## src/hw/led_gain_cfg.svh

```systemverilog
/*
 Register offsets, field positions, reset values and timing counts for the
 LED drive gain control block.
 Assumes a 50 MHz system clock and a 32768 Hz slow clock.
*/
`ifndef LED_GAIN_CFG_SVH
`define LED_GAIN_CFG_SVH

// ----------------------------------------------------------------------
// register map
// ----------------------------------------------------------------------
`define ADDR_ENABLE      8'h00
`define ADDR_CUR_R       8'h05
`define ADDR_CUR_G       8'h06
`define ADDR_CUR_B       8'h07
`define ADDR_CONFIG      8'h08
`define ADDR_STATUS      8'h0C
`define ENABLE_RESET     8'h00
`define CONFIG_RESET     8'h00
`define CURRENT_RESET    8'hAF
`define READ_UNMAPPED    8'h00

// ----------------------------------------------------------------------
// field positions
// ----------------------------------------------------------------------
`define LOG_EN_BIT       7
`define FAST_RATE_BIT    6
`define RED_BATT_BIT     5
`define GAIN_SEL_HI      4
`define GAIN_SEL_LO      3
`define EXT_CLK_BIT      0
`define GAIN_SEL_OFF     2'h0
`define GAIN_SEL_BYPASS  2'h1
`define GAIN_SEL_BOOST   2'h2
`define GAIN_SEL_AUTO    2'h3

// ----------------------------------------------------------------------
// timing
// ----------------------------------------------------------------------
`define SYS_HZ           50000000
`define SLOW_HZ          32768
`define FAST_PWM_HZ      558
`define PWM_STEPS        256
`define FAST_DIV         (`SYS_HZ / (`FAST_PWM_HZ * `PWM_STEPS))
`define SLOW_HALF_DIV    (`SYS_HZ / (2 * `SLOW_HZ))
`define IDLE_MS          50
`define IDLE_TICKS       ((`IDLE_MS * 2 * `SLOW_HZ + 999) / 1000)
`define FILTER_US        50
`define FILTER_CYC       ((`FILTER_US * (`SYS_HZ / 1000000)))

`endif

```

## src/hw/led_gain_pkg.sv

```systemverilog
/*
 Types shared by the LED drive gain control block.
 Assumes nothing beyond a SystemVerilog compiler.
*/
package led_gain_pkg;

   // ----------------------------------------------------------------------
   // pump gain state, one-hot
   // ----------------------------------------------------------------------
   typedef enum logic [2:0] {
      GAIN_OFF    = 3'b001,
      GAIN_BYPASS = 3'b010,
      GAIN_BOOST  = 3'b100
   } gain_state_e;

   typedef logic [7:0] byte_t;

endpackage

```

## src/hw/led_drive_gain_control.sv

```systemverilog
/*
 Gain control, current settings and PWM for a three-output LED driver.
 Assumes a byte register port already decoded from the serial interface,
 saturation flags and a 32 kHz clock arriving as asynchronous pins, and
 brightness values from engine logic on sys_clk.
*/
`timescale 1ns/100ps
`include "led_gain_cfg.svh"

module led_drive_gain_control (
   input  wire logic               sys_clk,        // 50 MHz clock
   input  wire logic               rst,            // async reset, high
   input  wire logic               reg_wr,         // register write strobe
   input  wire logic               reg_rd,         // register read strobe
   input  wire logic [7:0]         reg_addr,       // register address
   input  wire logic [7:0]         reg_wdata,      // write data
   input  wire logic               slow_clk_pin,   // external 32 kHz clock
   input  wire logic [2:0]         sat_pin,        // headroom lost, b/g/r
   input  wire logic [7:0]         pwm_r,          // red brightness
   input  wire logic [7:0]         pwm_g,          // green brightness
   input  wire logic [7:0]         pwm_b,          // blue brightness
   output logic      [7:0]         reg_rdata,      // read data
   output logic      [2:0]         led_on,         // pwm gates, b/g/r
   output logic      [7:0]         cur_r,          // red current code
   output logic      [7:0]         cur_g,          // green current code
   output logic      [7:0]         cur_b,          // blue current code
   output logic                    pump_enable,    // pump running
   output logic                    pump_boost,     // 1.5x when high
   output logic                    red_source_on_battery // red from battery
);

   // ----------------------------------------------------------------------
   // functions
   // ----------------------------------------------------------------------
   // exponential curve: 1.5 bits mantissa shifted by the top three bits
   function automatic logic [7:0] log_map(input logic [7:0] lvl);
      logic [12:0] wide;
      wide = 13'({1'b1, lvl[4:0]}) << lvl[7:5];
      log_map = (lvl == 8'h00) ? 8'h00 : wide[12:5];
   endfunction

   function automatic logic pwm_gate(input logic [7:0] lvl,
                                     input logic       log_sel,
                                     input logic [7:0] phase);
      logic [7:0] duty;
      duty = log_sel ? log_map(lvl) : lvl;
      pwm_gate = phase < duty;
   endfunction

   // ----------------------------------------------------------------------
   // registers
   // ----------------------------------------------------------------------
   logic [7:0] enable_ff, nxt_enable;
   logic [7:0] config_ff, nxt_config;
   logic [7:0] cur_r_ff, nxt_cur_r;
   logic [7:0] cur_g_ff, nxt_cur_g;
   logic [7:0] cur_b_ff, nxt_cur_b;
   logic [7:0] rdata_ff, nxt_rdata;
   logic [2:0] sat_filt_ff;
   led_gain_pkg::gain_state_e gain_ff;

   // writes and reads; read data held until the next read
   always_comb begin
      nxt_enable = enable_ff;
      nxt_config = config_ff;
      nxt_cur_r  = cur_r_ff;
      nxt_cur_g  = cur_g_ff;
      nxt_cur_b  = cur_b_ff;
      nxt_rdata  = rdata_ff;
      if (reg_wr) begin
         unique case (reg_addr)
            `ADDR_ENABLE: nxt_enable = reg_wdata;
            `ADDR_CONFIG: nxt_config = reg_wdata;
            `ADDR_CUR_R:  nxt_cur_r  = reg_wdata;
            `ADDR_CUR_G:  nxt_cur_g  = reg_wdata;
            `ADDR_CUR_B:  nxt_cur_b  = reg_wdata;
            default:      nxt_enable = enable_ff;
         endcase
      end
      if (reg_rd) begin
         unique case (reg_addr)
            `ADDR_ENABLE: nxt_rdata = enable_ff;
            `ADDR_CONFIG: nxt_rdata = config_ff;
            `ADDR_CUR_R:  nxt_rdata = cur_r_ff;
            `ADDR_CUR_G:  nxt_rdata = cur_g_ff;
            `ADDR_CUR_B:  nxt_rdata = cur_b_ff;
            `ADDR_STATUS: nxt_rdata = {2'h0, sat_filt_ff, gain_ff};
            default:      nxt_rdata = `READ_UNMAPPED;
         endcase
      end
   end

   always_ff @(posedge sys_clk or posedge rst) begin
      if (rst) begin
         enable_ff <= `ENABLE_RESET;
         config_ff <= `CONFIG_RESET;
         cur_r_ff  <= `CURRENT_RESET;
         cur_g_ff  <= `CURRENT_RESET;
         cur_b_ff  <= `CURRENT_RESET;
         rdata_ff  <= `READ_UNMAPPED;
      end else begin
         enable_ff <= nxt_enable;
         config_ff <= nxt_config;
         cur_r_ff  <= nxt_cur_r;
         cur_g_ff  <= nxt_cur_g;
         cur_b_ff  <= nxt_cur_b;
         rdata_ff  <= nxt_rdata;
      end
   end

   logic       log_en;
   logic       pwm_fast_rate_select;
   logic       red_batt;
   logic [1:0] pump_gain_select;
   logic       ext_clk_sel;

   // field decode
   assign log_en               = enable_ff[`LOG_EN_BIT];
   assign pwm_fast_rate_select = config_ff[`FAST_RATE_BIT];
   assign red_batt             = config_ff[`RED_BATT_BIT];
   assign pump_gain_select     = config_ff[`GAIN_SEL_HI:`GAIN_SEL_LO];
   assign ext_clk_sel          = config_ff[`EXT_CLK_BIT];

   // ----------------------------------------------------------------------
   // pin synchronisers
   // ----------------------------------------------------------------------
   // three stages; a change counts once stages two and three agree
   logic [3:0] sync1_ff, sync2_ff, sync3_ff, stable_ff, nxt_stable;
   logic       slow_edge;

   always_comb begin
      nxt_stable = stable_ff;
      for (int i = 0; i < 4; i++) begin
         if (sync2_ff[i] == sync3_ff[i]) nxt_stable[i] = sync3_ff[i];
      end
   end

   always_ff @(posedge sys_clk or posedge rst) begin
      if (rst) begin
         sync1_ff  <= 4'h0;
         sync2_ff  <= 4'h0;
         sync3_ff  <= 4'h0;
         stable_ff <= 4'h0;
      end else begin
         sync1_ff  <= {slow_clk_pin, sat_pin};
         sync2_ff  <= sync1_ff;
         sync3_ff  <= sync2_ff;
         stable_ff <= nxt_stable;
      end
   end

   assign slow_edge = nxt_stable[3] != stable_ff[3];

   // ----------------------------------------------------------------------
   // rate dividers
   // ----------------------------------------------------------------------
   // internal slow clock runs at twice 32 kHz so both pin edges match it
   logic [10:0] half_div_ff, nxt_half_div;
   logic [8:0]  fast_div_ff, nxt_fast_div;
   logic        half_tick, fast_tick, slow_tick;

   always_comb begin
      half_tick    = half_div_ff == 11'(`SLOW_HALF_DIV - 1);
      fast_tick    = fast_div_ff == 9'(`FAST_DIV - 1);
      nxt_half_div = half_tick ? 11'h000 : half_div_ff + 11'h001;
      nxt_fast_div = fast_tick ? 9'h000 : fast_div_ff + 9'h001;
      slow_tick    = ext_clk_sel ? slow_edge : half_tick;
   end

   always_ff @(posedge sys_clk or posedge rst) begin
      if (rst) begin
         half_div_ff <= 11'h000;
         fast_div_ff <= 9'h000;
      end else begin
         half_div_ff <= nxt_half_div;
         fast_div_ff <= nxt_fast_div;
      end
   end

   // ----------------------------------------------------------------------
   // saturation filter
   // ----------------------------------------------------------------------
   // a new level must hold for the full window; glitches restart the count
   logic [11:0] filt_cnt_ff [3];
   logic [11:0] nxt_filt_cnt [3];
   logic [2:0]  nxt_sat_filt;

   always_comb begin
      nxt_sat_filt = sat_filt_ff;
      for (int i = 0; i < 3; i++) begin
         nxt_filt_cnt[i] = 12'h000;
         if (stable_ff[i] != sat_filt_ff[i]) begin
            if (filt_cnt_ff[i] == 12'(`FILTER_CYC - 1)) begin
               nxt_sat_filt[i] = stable_ff[i];
            end else begin
               nxt_filt_cnt[i] = filt_cnt_ff[i] + 12'h001;
            end
         end
      end
   end

   always_ff @(posedge sys_clk or posedge rst) begin
      if (rst) begin
         sat_filt_ff <= 3'h0;
         for (int i = 0; i < 3; i++) filt_cnt_ff[i] <= 12'h000;
      end else begin
         sat_filt_ff <= nxt_sat_filt;
         for (int i = 0; i < 3; i++) filt_cnt_ff[i] <= nxt_filt_cnt[i];
      end
   end

   // ----------------------------------------------------------------------
   // inactivity timer
   // ----------------------------------------------------------------------
   // counts slow half periods; saturates so idle stays asserted
   logic [11:0] idle_cnt_ff, nxt_idle_cnt;
   logic        leds_active, idle;

   always_comb begin
      leds_active = (pwm_r != 8'h00 && cur_r_ff != 8'h00) ||
                    (pwm_g != 8'h00 && cur_g_ff != 8'h00) ||
                    (pwm_b != 8'h00 && cur_b_ff != 8'h00);
      idle        = idle_cnt_ff >= 12'(`IDLE_TICKS);
      nxt_idle_cnt = idle_cnt_ff;
      if (leds_active) begin
         nxt_idle_cnt = 12'h000;
      end else if (slow_tick && !idle) begin
         nxt_idle_cnt = idle_cnt_ff + 12'h001;
      end
   end

   always_ff @(posedge sys_clk or posedge rst) begin
      if (rst) idle_cnt_ff <= 12'h000;
      else     idle_cnt_ff <= nxt_idle_cnt;
   end

   // ----------------------------------------------------------------------
   // pump gain state
   // ----------------------------------------------------------------------
   logic [2:0]                sat_used;
   logic                      nxt_pump_enable, nxt_pump_boost;
   led_gain_pkg::gain_state_e nxt_gain;

   always_comb begin
      // red is ignored when it runs straight from the battery
      sat_used = {sat_filt_ff[2:1], sat_filt_ff[0] & ~red_batt};
      unique case (pump_gain_select)
         `GAIN_SEL_OFF:    nxt_gain = led_gain_pkg::GAIN_OFF;
         `GAIN_SEL_BYPASS: nxt_gain = led_gain_pkg::GAIN_BYPASS;
         `GAIN_SEL_BOOST:  nxt_gain = led_gain_pkg::GAIN_BOOST;
         `GAIN_SEL_AUTO: begin
            if (idle)              nxt_gain = led_gain_pkg::GAIN_BYPASS;
            else if (|sat_used)    nxt_gain = led_gain_pkg::GAIN_BOOST;
            else                   nxt_gain = led_gain_pkg::GAIN_BYPASS;
         end
      endcase
      nxt_pump_enable = nxt_gain != led_gain_pkg::GAIN_OFF;
      nxt_pump_boost  = nxt_gain == led_gain_pkg::GAIN_BOOST;
   end

   always_ff @(posedge sys_clk or posedge rst) begin
      if (rst) begin
         gain_ff     <= led_gain_pkg::GAIN_OFF;
         pump_enable <= 1'b0;
         pump_boost  <= 1'b0;
      end else begin
         gain_ff     <= nxt_gain;
         pump_enable <= nxt_pump_enable;
         pump_boost  <= nxt_pump_boost;
      end
   end

   // ----------------------------------------------------------------------
   // pwm and output drive
   // ----------------------------------------------------------------------
   // slow rate steps on every 32 kHz edge: 65536 steps/s gives 256 Hz
   logic [7:0] phase_ff, nxt_phase;
   logic       step;
   logic [2:0] nxt_led_on;

   always_comb begin
      step      = pwm_fast_rate_select ? fast_tick : slow_tick;
      nxt_phase = step ? phase_ff + 8'h01 : phase_ff;
      nxt_led_on[0] = pwm_gate(pwm_r, log_en, phase_ff);
      nxt_led_on[1] = pwm_gate(pwm_g, log_en, phase_ff);
      nxt_led_on[2] = pwm_gate(pwm_b, log_en, phase_ff);
   end

   always_ff @(posedge sys_clk or posedge rst) begin
      if (rst) begin
         phase_ff              <= 8'h00;
         led_on                <= 3'h0;
         cur_r                 <= `CURRENT_RESET;
         cur_g                 <= `CURRENT_RESET;
         cur_b                 <= `CURRENT_RESET;
         red_source_on_battery <= 1'b0;
      end else begin
         phase_ff              <= nxt_phase;
         led_on                <= nxt_led_on;
         cur_r                 <= nxt_cur_r;
         cur_g                 <= nxt_cur_g;
         cur_b                 <= nxt_cur_b;
         red_source_on_battery <= nxt_config[`RED_BATT_BIT];
      end
   end

   assign reg_rdata = rdata_ff;

endmodule

```

## config.mk

```make
export PLATFORM = sky130hd
export DESIGN_NAME = led_drive_gain_control
export DESIGN_NICKNAME = d
export VERILOG_FILES = /design/src/hw/led_gain_pkg.sv /design/src/hw/led_drive_gain_control.sv
export VERILOG_INCLUDE_DIRS = /design/src /design/src/hw
export SDC_FILE = /design/constraint.sdc
export NUM_CORES = 1
export LEC_CHECK = 0
export BUFFER_PORTS_ARGS = -buffer_cell sky130_fd_sc_hd__clkbuf_2
export CORE_UTILIZATION = 59
export CTS_CLUSTER_DIAMETER = 100
export CTS_CLUSTER_SIZE = 25
export DETAILED_ROUTE_END_ITERATION = 6
export PLACE_DENSITY = 0.8
export SYNTH_ARGS = -nofsm -noshare
export SYNTH_HDL_FRONTEND = slang
export SYNTH_SLANG_ARGS = --single-unit
```

## constraint.sdc

```tcl
create_clock -name sys_clk -period 5.7 [get_ports sys_clk]
set_input_delay 0.57 -clock sys_clk [delete_from_list [all_inputs] [get_ports sys_clk]]
set_output_delay 0.57 -clock sys_clk [all_outputs]
set_load 0.01 [all_outputs]
```

### Word-level counts from Yosys, hierarchy flattened

Cells that the tools add are included.

* $add $sub $neg: 7
* order comparisons: 4
* equality and inequality tests: 23
* shift operators: 3
* muxes and demuxes: 25
* bitwise gates (word level): 2
* reductions and logical operators: 28

Operators by type and width (number)
* $mux 12: 8
* $add 12x1->12 const B: 4
* $mux 8: 6
* $pmux 8 s6: 1
* $reduce_bool 8->1: 6
* $shl 6x3->13: 3
* $eq 12x12->1 const B: 3
* $logic_not 8->1: 4
* $eq 8x3->1 const B: 3
* $lt 8x8->1: 3
* $eq 8x4->1 const B: 2
* $reduce_and 2->1: 8
* $ge 12x12->1 const B: 1
* $mux 6: 2
* $pmux 3 s4: 1
* $add 11x1->11 const B: 1
* $eq 11x10->1 const B: 1
* $mux 11: 1
* $add 9x1->9 const B: 1
* $eq 9x9->1 const B: 1
* $mux 9: 1
* $add 8x1->8 const B: 1
* $mux 3: 2
* $eq 1x1->1: 4
* other kinds (14): 24

* bits in registers: 151
* input bits: 48
* output and inout bits: 38
* word-level logic and storage cells: 120

### Depth between registers and ports, before layout

Gate-level depths: netlist (run 1).

* depth after elaboration: 7
* mapped depth: 13
* mapped depth without buffers: 11

### Worst setup path before layout (run 1)

No wires, ideal clock.

* path type: input to register
* start: input port pwm_g[5]
* end: register led_on[1]
* library setup time: 0.078 ns
* arrival time: 2.600 ns
* data required time: 5.622 ns
* slack: 3.022 ns
* stages: 11
* buffers on the path: 2
* cell sequence: clkbuf_1 clkbuf_1 nor2_1 a22oi_1 o32ai_1 a22oi_1 ha_1 a2111oi_0 a21oi_1 o2111ai_1 o2bb2ai_1

* word-level cells in the longest chain between the ends: 4
* elaborated cells on any way between the ends: 5
* those cells by class: 1 x order compare; 1 x shift; 2 x mux; 1 x reduce/logical

Ends and longest elaborated chain
* start, declared: line led_drive_gain_control.sv:20 `input wire logic [7:0] pwm_g,`
* $shl 6x3->13 or $logic_not 8->1 (tied branches): line led_drive_gain_control.sv:38, led_drive_gain_control.sv:39
* $mux 8: line led_drive_gain_control.sv:39 `log_map = (lvl == 8'h00) ? 8'h00 : wide[12:5];`
* $mux 8 (*): line led_drive_gain_control.sv:46 `duty = log_sel ? log_map(lvl) : lvl;`
* $lt 8x8->1 (*): line led_drive_gain_control.sv:47 `pwm_gate = phase < duty;`
* via nxt_led_on[1]: line led_drive_gain_control.sv:279 `logic [2:0] nxt_led_on;`
* end signal, assigned: line led_drive_gain_control.sv:299 `led_on <= nxt_led_on;`
* end, declared: line led_drive_gain_control.sv:23 `output logic [2:0] led_on,`

The timed path passes the listed nets; every way through them passes the cells marked *.
A chain may end at the register's enable or synchronous reset.

### Worst setup path after layout (run 1)

* start: register enable_ff[7]
* end: register led_on[0]

* word-level cells in the longest chain between the ends: 2

Ends and longest elaborated chain
* start, declared: line led_drive_gain_control.sv:53 `logic [7:0] enable_ff, nxt_enable;`
* start signal, assigned: line led_drive_gain_control.sv:95 `` enable_ff <= `ENABLE_RESET; ``
* start signal, assigned: line led_drive_gain_control.sv:102 `enable_ff <= nxt_enable;`
* $mux 8: line led_drive_gain_control.sv:46
* $lt 8x8->1: line led_drive_gain_control.sv:47
* via nxt_led_on[0]: line led_drive_gain_control.sv:279

The timed path passes the listed nets, and every way through them passes these cells.

==> impl_metrics.json, run 1 <==
{
  "syn_area_mm2": 0.008084,
  "fill_cells": 962,
  "drtIter0Drc": 647,
  "min_period_ns": 2.753,
  "via_per_inst": 6.204,
  "dieArea_mm2": 0.01417,
  "p_leak_nw": 4.259,
  "worstPathMaxFanout": 40,
  "crit_type": "reg -> reg",
  "vias": 6465,
  "syn_area_per_cell_um2": 10.40,
  "dp_hpwl_um": 12690,
  "grt_max_degree": 111,
  "timing.final.crit_share_pct": 48.31,
  "reg2reg_to": "led_on[0]",
  "clock_skew_ns": 0.006605,
  "synth_seq_cells": 151,
  "cts_hold_buf": 0,
  "whs_path_depth": 1,
  "post_cts_resized": 0,
  "drc": 0,
  "setup_viol": 0,
  "cap_violations": 0,
  "die_x_um": 119.1,
  "fin_nets": 933,
  "clockBufferDepth": 2,
  "p_sw_share_pct": 26.07,
  "pwr-share-clk_pct": 43.0,
  "worst_slew_pin_slew_ns": 1.106,
  "status": "complete, no violations",
  "coreArea_mm2": 0.01330,
  "maxSlewViolCount": 0,
  "rows": 42,
  "syn_to_final_growth_pct": 13.74,
  "cts_setup_buffers": 0,
  "layout_common_cells": "dfrtp_1 (132), nor2_1 (87), clkbuf_2 (85)",
  "antenna_found_initial": 0,
  "insertion_delay_ns": 0.43,
  "cts_tree": "built",
  "grt_pass1_vias": 6212,
  "cp-endpoint": "led_on[0]",
  "hp-class": "in -> reg",
  "hold_violations": 0,
  "grt_remaining_overflow": 0,
  "htree_num_levels": 4,
  "synth_cells": 777,
  "wl_per_cell_um": 17.51,
  "switchingPower_mw": 0.6689,
  "p_per_area_mw_per_mm2": 279.0,
  "cts.sinks": 151,
  "syn-num-nets": 857,
  "antennaDiodeCount": 0,
  "slew_headroom_pct": 26.28,
  "sequentialPowerShare_pct": 46.2,
  "synth_edf_count": 0,
  "final_common_cell": "dfrtp_1",
  "placed_cell_area_mm2": 0.008606,
  "seq_area_frac_synth_pct": 47.04,
  "firstDrtPassIters": 5,
  "final_area_mm2": 0.009195,
  "postRouteAntennaNets": 0,
  "grt_pass1_wl_um": 30680,
  "startpoint": "enable_ff[7]",
  "tns_ns": 0,
  "start_util_pct": 60.80,
  "rsz0062_at_grt": "no",
  "path_clk_slew_ns": 0.06,
  "yosysWarnings": 0,
  "timing.rr.start": "enable_ff[7]",
  "p_int_mw": 1.897,
  "drive_gt1_share_pct": 23.33,
  "synth.distinct_cells": 69,
  "drt_wl_total_um": 18250,
  "arrival_ns": 3.10,
  "clock.fmax_mhz": 363.2,
  "portBuffers": 85,
  "start_kind": "register",
  "grt_usage_pct": 27.56,
  "gp_congestion": 0.9234,
  "p_comb_share_pct": 10.8,
  "ir_drop_mv": 0.2203,
  "ios": 86,
  "synth_flop_cell": "dfrtp_1",
  "r2r_cells": 7,
  "clockRootBuffer": "clkbuf_16",
  "synth-async-reset-ratio_pct": 100.0,
  "rrSetupSlack_ns": 2.95,
  "crit_path_end_kind": "register",
  "cp.required_ns": 6.05,
  "cts_buffers": 17,
  "die_y_um": 119.1
}
## layout make-up
| type | instances | area (um^2) | share of cell area [%] |
|---|---|---|---|
| repair buffers | 86 | 432.9 | 4.708 |
| clock buffers | 23 | 498.0 | 5.416 |
| flip-flops and latches | 151 | 3802 | 41.35 |
| inverters | 20 | 80.08 | 0.8709 |
| clock inverters | 9 | 91.34 | 0.9933 |
| multi-input cells | 577 | 4070 | 44.26 |
| well taps | 176 | 220.2 | 2.395 |
## critical path, stage by stage, from the launching register on
cell	delay, ns
dfrtp_1	1.07
nand2_1	0.18
a22oi_1	0.26
ha_1	0.31
a2111oi_0	0.39
a21oi_1	0.13
o2111ai_1	0.19
o2bb2ai_1	0.14
## cells in the mapped netlist (5+ instances only)
cell type	count	area (um^2)
dfstp_2	19	499.2
a31oi_1	6	37.54
mux2_2	52	585.6
nor3_1	8	40.04
nor2b_1	6	37.54
xor2_1	34	297.8
dfrtp_1	132	3303
a21oi_1	32	160.2
o2bb2ai_1	7	61.31
nand4_1	11	68.82
a211oi_1	5	37.54
nor2_1	87	326.6
mux2i_1	10	100.1
ha_1	32	400.4
nor4_1	14	87.58
a22oi_1	17	127.6
and3_1	17	106.4
o21ai_0	20	100.1
or3_1	11	68.82
a21boi_0	5	37.54
clkbuf_1	17	63.81
inv_1	20	75.07
nand2b_1	5	31.28
xnor2_1	23	201.4
nand3_1	38	190.2
nand2_4	5	56.30
a221oi_1	6	52.55
nand2_1	58	217.7
## per-layer routing
| layer | vias to the layer above | GRT usage [%] | wire length [um] |
|---|---|---|---|
| met3 | 64 | 6.082 | 1049 |
| met1 | 3166 | 36.32 | 7770 |
| li1 | 2979 | - | - |
| met4 | 0 | 14.64 | 681 |
| met5 | - | 0 | 0 |
| met2 | 256 | 42.59 | 8748 |
## cells by family after synthesis
logic type	after synthesis	share of synthesized area, %
multiplexers	62	8.482
AO/OA/AOI/OAI	138	11.86
flip-flops	151	47.04
XOR/XNOR	57	6.176
buffers and inverters	49	2.616
adder cells (fa/ha/maj)	36	5.448
AND/OR/NAND/NOR	284	18.39
## per-stage QoR
| stage | utilization [%] | std cells | total power [mW] | setup WS (ns) | hold slack, ns |
|---|---|---|---|---|---|
| floorplan | - | 777 | 1.374 | 1.097 | 0.3312 |
| global placement | 64.73 | 1010 | 1.461 | 3.090 | 0.3348 |
| detailed placement | 64.73 | 1010 | 1.477 | 2.986 | 0.3347 |
| CTS | 69.16 | 1042 | 2.578 | 2.972 | 0.2338 |
| global route | 69.16 | 1042 | 2.670 | 2.566 | 0.2278 |
| finish | 69.16 | 1042 | 2.566 | 2.947 | 0.2438 |
## how the worst min path moves through the flow
| stage | from | end | slack (ns) |
|---|---|---|---|
| after floorplan | sync1_ff[0] | sync2_ff[0] | 0.33 |
| after global placement | sync1_ff[1] | sync2_ff[1] | 0.33 |
| after detailed placement | sync1_ff[1] | sync2_ff[1] | 0.33 |
| after CTS | sat_pin[0] | sync1_ff[0] | 0.23 |
| after global routing | sat_pin[0] | sync1_ff[0] | 0.23 |
| final | sat_pin[0] | sync1_ff[0] | 0.24 |
## power groups by stage
stage	sequential (mW)	combinational, mW	clock [mW]
floorplan	1.19	0.186	0
global placement	1.20	0.259	0
detailed placement	1.20	0.274	0
CTS	1.19	0.277	1.12
global route	1.19	0.312	1.17
finish	1.19	0.277	1.10
## registers in the layout, indices dropped and copies added (netlist names)
name         count
config_ff        8
cur_b            8
cur_g            8
cur_r            8
enable_ff        8
fast_div_ff      9
filt_cnt_ff     36
gain_ff          3
half_div_ff     11
idle_cnt_ff     12
led_on           3
phase_ff         8
pump_boost       1
pump_enable      1
reg_rdata        8
sat_filt_ff      3
stable_ff        4
sync1_ff         4
sync2_ff         4
sync3_ff         4
(Power assumes the default switching activity.)
==> run 2, diff against run 1 <==
ABC_AREA = 1   (was not set)
clock period = 2.6 ns   (was 5.7 ns; I/O delays follow)
==> impl_metrics.json, run 2 <==
{
  "synth_seq_cells": 151,
  "grt_remaining_overflow": 0,
  "yosysWarnings": 0,
  "p_sw_share_pct": 25.40,
  "ir_drop_mv": 0.4139,
  "worst_hold_path.endpoint": "cur_b[1]",
  "cap_violations": 0,
  "regMostFlops": "filt_cnt_ff",
  "final_common_cell": "nand2_1",
  "crit_type": "reg -> reg",
  "yosys.area.top_type": "dfrtp_1",
  "synth_flop_cell": "dfrtp_1",
  "worstPathMaxFanout": 24,
  "clock.fmax_mhz": 470.7,
  "post-synth-top-count-cell": "nand2_1",
  "switchingPower_mw": 1.474,
  "timing.rr.start": "enable_ff[7]",
  "clockBufferDepth": 2,
  "syn_area_mm2": 0.008123,
  "maxSlewViolCount": 0,
  "path_clk_slew_ns": 0.06,
  "crit_path_end_kind": "register",
  "synth_edf_count": 0,
  "status": "complete, no violations",
  "rsz0062_at_grt": "no",
  "p_comb_share_pct": 10.9,
  "largest_reg_flops": 36,
  "layout_common_cells": "nand2_1 (242), dfrtp_1 (132), inv_1 (123)",
  "critPathSlowestCell": "dfrtp_1",
  "htree_num_levels": 4,
  "hp-class": "in -> reg",
  "die_y_um": 119.3,
  "p_per_area_mw_per_mm2": 616.1,
  "syn_to_final_growth_pct": 15.93,
  "clock_skew_ns": 0.01297,
  "vias": 7041,
  "start_kind": "register",
  "cts_tree": "built",
  "cts_buffers": 17,
  "coreArea_mm2": 0.01335,
  "worst_slew_pin_slew_ns": 0.7687,
  "rows": 42,
  "grt_pass1_wl_um": 31080,
  "rrSetupSlack_ns": 0.48,
  "setup_viol": 0,
  "cp.required_ns": 2.94,
  "syn-num-nets": 1090,
  "firstDrtPassIters": 5,
  "fin_nets": 1185,
  "seq_area_frac_synth_pct": 46.81,
  "grt_max_degree": 70,
  "clockRootBuffer": "clkbuf_16",
  "cts_setup_buffers": 0,
  "timing.final.crit_share_pct": 81.71,
  "reg2reg_to": "led_on[0]",
  "wl_per_cell_um": 14.14,
  "min_period_ns": 2.125,
  "start_util_pct": 60.85,
  "gp_congestion": 0.9235,
  "drc": 0,
  "drive_gt1_share_pct": 15.30,
  "whs_path_depth": 3,
  "post_cts_resized": 0,
  "synth_cells": 1010,
  "synth.area.top_cells": "dfrtp_1 (41%), nand2_1 (11%), dfstp_2 (6.1%)",
  "arrival_ns": 2.47,
  "insertion_delay_ns": 0.42,
  "cpLargestDelayFamily": "flip-flops",
  "dp_hpwl_um": 13080,
  "postRouteAntennaNets": 0,
  "p_leak_nw": 4.566,
  "drtIter0Drc": 580,
  "hold_violations": 0,
  "power_mw": 5.801,
  "p_int_mw": 4.327,
  "crit_chain": "inv_1, o21ai_0, ha_1, nand2_1, inv_1, nand2_1, nand2_1, a21oi_1",
  "reg_top3": "filt_cnt_ff (36), idle_cnt_ff (12), half_div_ff (11)",
  "pwr-share-clk_pct": 44.7,
  "cp_num_buf_inv": 2,
  "syn_area_per_cell_um2": 8.042,
  "slew_headroom_pct": 48.19,
  "synth_common_cells": "nand2_1 (242), dfrtp_1 (132), inv_1 (124)",
  "dieArea_mm2": 0.01424,
  "worst_path_most_repeated_cell": "nand2_1",
  "via_per_inst": 5.437,
  "fill_cells": 1088,
  "fin_ws_ns": 0.4754,
  "min_from": "reg_wdata[1]",
  "ios": 86,
  "yosys.area.top_type_share_pct": 40.67,
  "synth.distinct_cells": 51,
  "slowest_delay_ns": 0.65,
  "drt_wl_total_um": 18310,
  "cts.sinks": 151,
  "die_x_um": 119.3,
  "cts_hold_buf": 5,
  "grt_usage_pct": 27.47,
  "sequentialPowerShare_pct": 44.4,
  "antenna_found_initial": 1,
  "tns_ns": 0,
  "grt_pass1_vias": 6687,
  "post-place-ws_ns": 0.5170,
  "synth-async-reset-ratio_pct": 100.0,
  "r2r_cells": 8,
  "portBuffers": 85
}
run 2: worst register-to-register path, delay by kind of cell, from the launching register on:
kind | cells | cell delay, ns
compound gates | 2 | 0.47
buf+inv | 2 | 0.48
simple gates | 3 | 0.17
fa+ha+maj | 1 | 0.27
flops | 1 | 0.65
run 2: cells by family after synthesis:
family	synth area share [%]
multiplexers	0.4159
AO/OA/AOI/OAI	11.12
XOR/XNOR	3.019
buffers and inverters	7.024
adder cells (fa/ha/maj)	5.299
flip-flops	46.81
AND/OR/NAND/NOR	26.31
run 2: final cells by class:
class,count,area (um^2),share of cell area [%]
well taps,176,220.2,2.339
flip-flops and latches,151,3802,40.38
clock buffers,20,446.7,4.744
inverters,131,495.5,5.262
multi-input cells,711,3750,39.82
clock inverters,12,176.4,1.874
diodes,1,2.502,0.02657
repair buffers,93,523.0,5.554
run 2: how the worst max path moves through the flow:
stage	from	to	slack, ns	depth (start not counted)
floorplan	rst	config_ff[0]	0.45	1
global placement	enable_ff[7]	led_on[0]	0.66	8
detailed placement	enable_ff[7]	led_on[0]	0.52	6
CTS	enable_ff[7]	led_on[0]	0.50	6
global route	enable_ff[7]	led_on[0]	0.29	8
finish	enable_ff[7]	led_on[0]	0.48	8
run 2: per-layer routing:
layer	global-route usage, %	up-vias	part of all wire [%]
met1	36.22	3294	46
met3	5.987	29	5.2
met4	10.31	0	1.6
met2	44.44	213	48
met5	0	-	0
li1	-	3505	-
run 2: power groups by stage:
stage	Combinational (mW)	Sequential, mW	Clock [mW]
after CTS	0.637	2.57	2.62
after global routing	0.731	2.59	2.73
after floorplan	0.427	2.59	0
after global placement	0.608	2.61	0
final	0.633	2.58	2.59
after detailed placement	0.623	2.61	0
run 2: per-stage QoR:
| stage | area, um^2 | std cells | utilization [%] | hold slack [ns] |
|---|---|---|---|---|
| 6_report | 9417 | 1295 | 70.55 | 0.1299 |
| 3_5_place_dp | 8741 | 1257 | 65.49 | 0.3393 |
| 4_1_cts | 9414 | 1294 | 70.53 | 0.1164 |
| 2_1_floorplan | 8127 | 1010 | - | 0.2914 |
| 3_3_place_gp | 8741 | 1257 | 65.49 | 0.3317 |
| 5_1_grt | 9417 | 1295 | 70.55 | 0.1375 |
==> run 3, diff against run 2 <==
ABC_AREA = 0   (was 1)
clock period = 2.05 ns   (was 2.6 ns; I/O delays follow)
==> impl_metrics.json, run 3 (synthesized netlist as in run 1, its figures left out) <==
{
  "status": "complete, but fails checks",
  "violations": "setup timing",
  "drc": 0,
  "gp_congestion": 0.9927,
  "rsz0062_at_grt": "yes",
  "clock_skew_ns": 0.005367,
  "cp.required_ns": 2.40,
  "start_util_pct": 60.80,
  "grt_pass1_vias": 6589,
  "arrival_ns": 2.49,
  "dp_hpwl_um": 13990,
  "cts_tree": "built",
  "min_period_ns": 2.142,
  "rrSetupSlack_ns": -0.09,
  "layoutNonFillerInstCount": 1095,
  "worst_hold_path.endpoint": "config_ff[3]",
  "maxSlewViolCount": 0,
  "drive_gt1_share_pct": 28.40,
  "path_clk_slew_ns": 0.06,
  "die_y_um": 119.1,
  "whs_path_depth": 2,
  "setup_viol": 2,
  "via_per_inst": 6.171,
  "cts_buffers": 17,
  "hp-class": "in -> reg",
  "timing.final.crit_share_pct": 104.5,
  "wl_per_cell_um": 18.29,
  "htree_num_levels": 4,
  "timing.rr.start": "enable_ff[7]",
  "cap_violations": 0,
  "fill_cells": 885,
  "placed_cell_area_mm2": 0.008954,
  "clockRootBuffer": "clkbuf_16",
  "antennaDiodeCount": 0,
  "drtIter0Drc": 655,
  "largest_reg_flops": 36,
  "die_x_um": 119.1,
  "hold_violations": 0,
  "grt_pass1_wl_um": 31860,
  "crit_path_end_kind": "register",
  "grt_max_degree": 97,
  "final_area_mm2": 0.009669,
  "firstDrtPassIters": 5,
  "cts.sinks": 151,
  "rows": 42,
  "clockBufferDepth": 2,
  "grt_usage_pct": 28.44,
  "r2r_cells": 8,
  "portBuffers": 85,
  "dp.cells": 1052,
  "p_per_area_mw_per_mm2": 731.5,
  "slew_headroom_pct": 61.90,
  "fin_ws_ns": -0.09213,
  "p_leak_nw": 4.525,
  "start_kind": "register",
  "antenna_found_initial": 0,
  "fin_nets": 986,
  "dieArea_mm2": 0.01417,
  "reg2reg_to": "led_on[0]",
  "syn_to_final_growth_pct": 19.61,
  "crit_type": "reg -> reg",
  "ir_drop_mv": 0.5263,
  "timing.hold.ws_ns": 0.1153,
  "layout_common_cells": "dfrtp_1 (131), nor2_1 (86), clkbuf_2 (85)",
  "coreArea_mm2": 0.01330,
  "regMostFlops": "filt_cnt_ff",
  "fin_util_pct": 72.73,
  "final_common_cell": "dfrtp_1",
  "vias": 6757,
  "drt_wl_total_um": 20030,
  "postRouteAntennaNets": 0,
  "insertion_delay_ns": 0.42,
  "grt_remaining_overflow": 0,
  "clock.fmax_mhz": 466.8,
  "reg_top3": "filt_cnt_ff (36), idle_cnt_ff (12), half_div_ff (11)",
  "ios": 86,
  "worst_slew_pin_slew_ns": 0.5694,
  "worstPathMaxFanout": 7,
  "min_from": "reg_wdata[3]",
  "tns_ns": -0.1100
}
## run 3: changes by cell type in the layout (fill, tap and decap cells not counted), moves of 16 or more
cell / delta
buf_4: +44
xnor2_1: +16
nand2_1: -184
o21ai_0: -49
mux2_2: +49
inv_1: -104
nor2_1: -29
## run 3: how the worst max path moves through the flow
stage                            start      endpoint  slack [ns]  cells after the start
final                     enable_ff[7]     led_on[0]       -0.09                      8
after global routing      enable_ff[7]     led_on[0]       -0.16                      8
after CTS                 enable_ff[7]     led_on[1]        0.01                      7
after detailed placement      pwm_r[7]     led_on[0]       -0.17                     11
after global placement        pwm_r[5]     led_on[0]       -0.05                     12
after floorplan                    rst  config_ff[0]       -0.04                      1
## run 3: area by class of cell
type	instances	area, um^2	area share, %
Multi-Input combinational cell	578	4158	43.00
Sequential cell	151	3804	39.34
Timing Repair Buffer	138	868.3	8.980
Clock buffer	18	439.2	4.542
Tap cell	176	220.2	2.277
Clock inverter	14	101.3	1.048
Inverter	20	78.83	0.8152
## run 3: worst max-delay path, cell delays in order (launching register included)
cell and delay [ns]:
dfrtp_2 0.47, buf_4 0.19, o21ai_0 0.22, ha_1 0.28, o211a_1 0.23, a211oi_1 0.26
a21oi_1 0.08, o2111ai_1 0.21, o2bb2ai_1 0.13
## run 3: metal layers
layer,vias up,global-route usage [%],part of all wire (%)
li1,3094,-,-
met1,3309,37.01,42
met2,309,47.67,49
met3,45,5.029,6.1
met4,0,10.13,2.2
met5,-,0,0
## run 3: where the power goes
group          leakage, nW  switching, mW  internal, mW  total, mW
logic                 2.33          0.528         0.400      0.928
clock network        0.267           1.25          1.58       2.84
registers             1.93          0.182          3.13       3.31
## run 3: per-stage QoR
step	total power, mW	setup WS (ns)
2_1_floorplan	3.840	-0.04244
3_3_place_gp	4.134	-0.05069
3_5_place_dp	4.191	-0.1724
4_1_cts	7.033	0.01068
5_1_grt	7.331	-0.1560
6_report	7.073	-0.09213
## run 3: what timing repair did
item | 4_1_cts | 5_1_grt
gates cloned | 0 | 1
resized for setup | 2 | 14
pin swaps | 0 | 5
hold buffers | 5 | 0
endpoints found under the hold margin | 15 | 0
endpoints found under the setup margin | 10 | 14
buffers inserted | 0 | 5
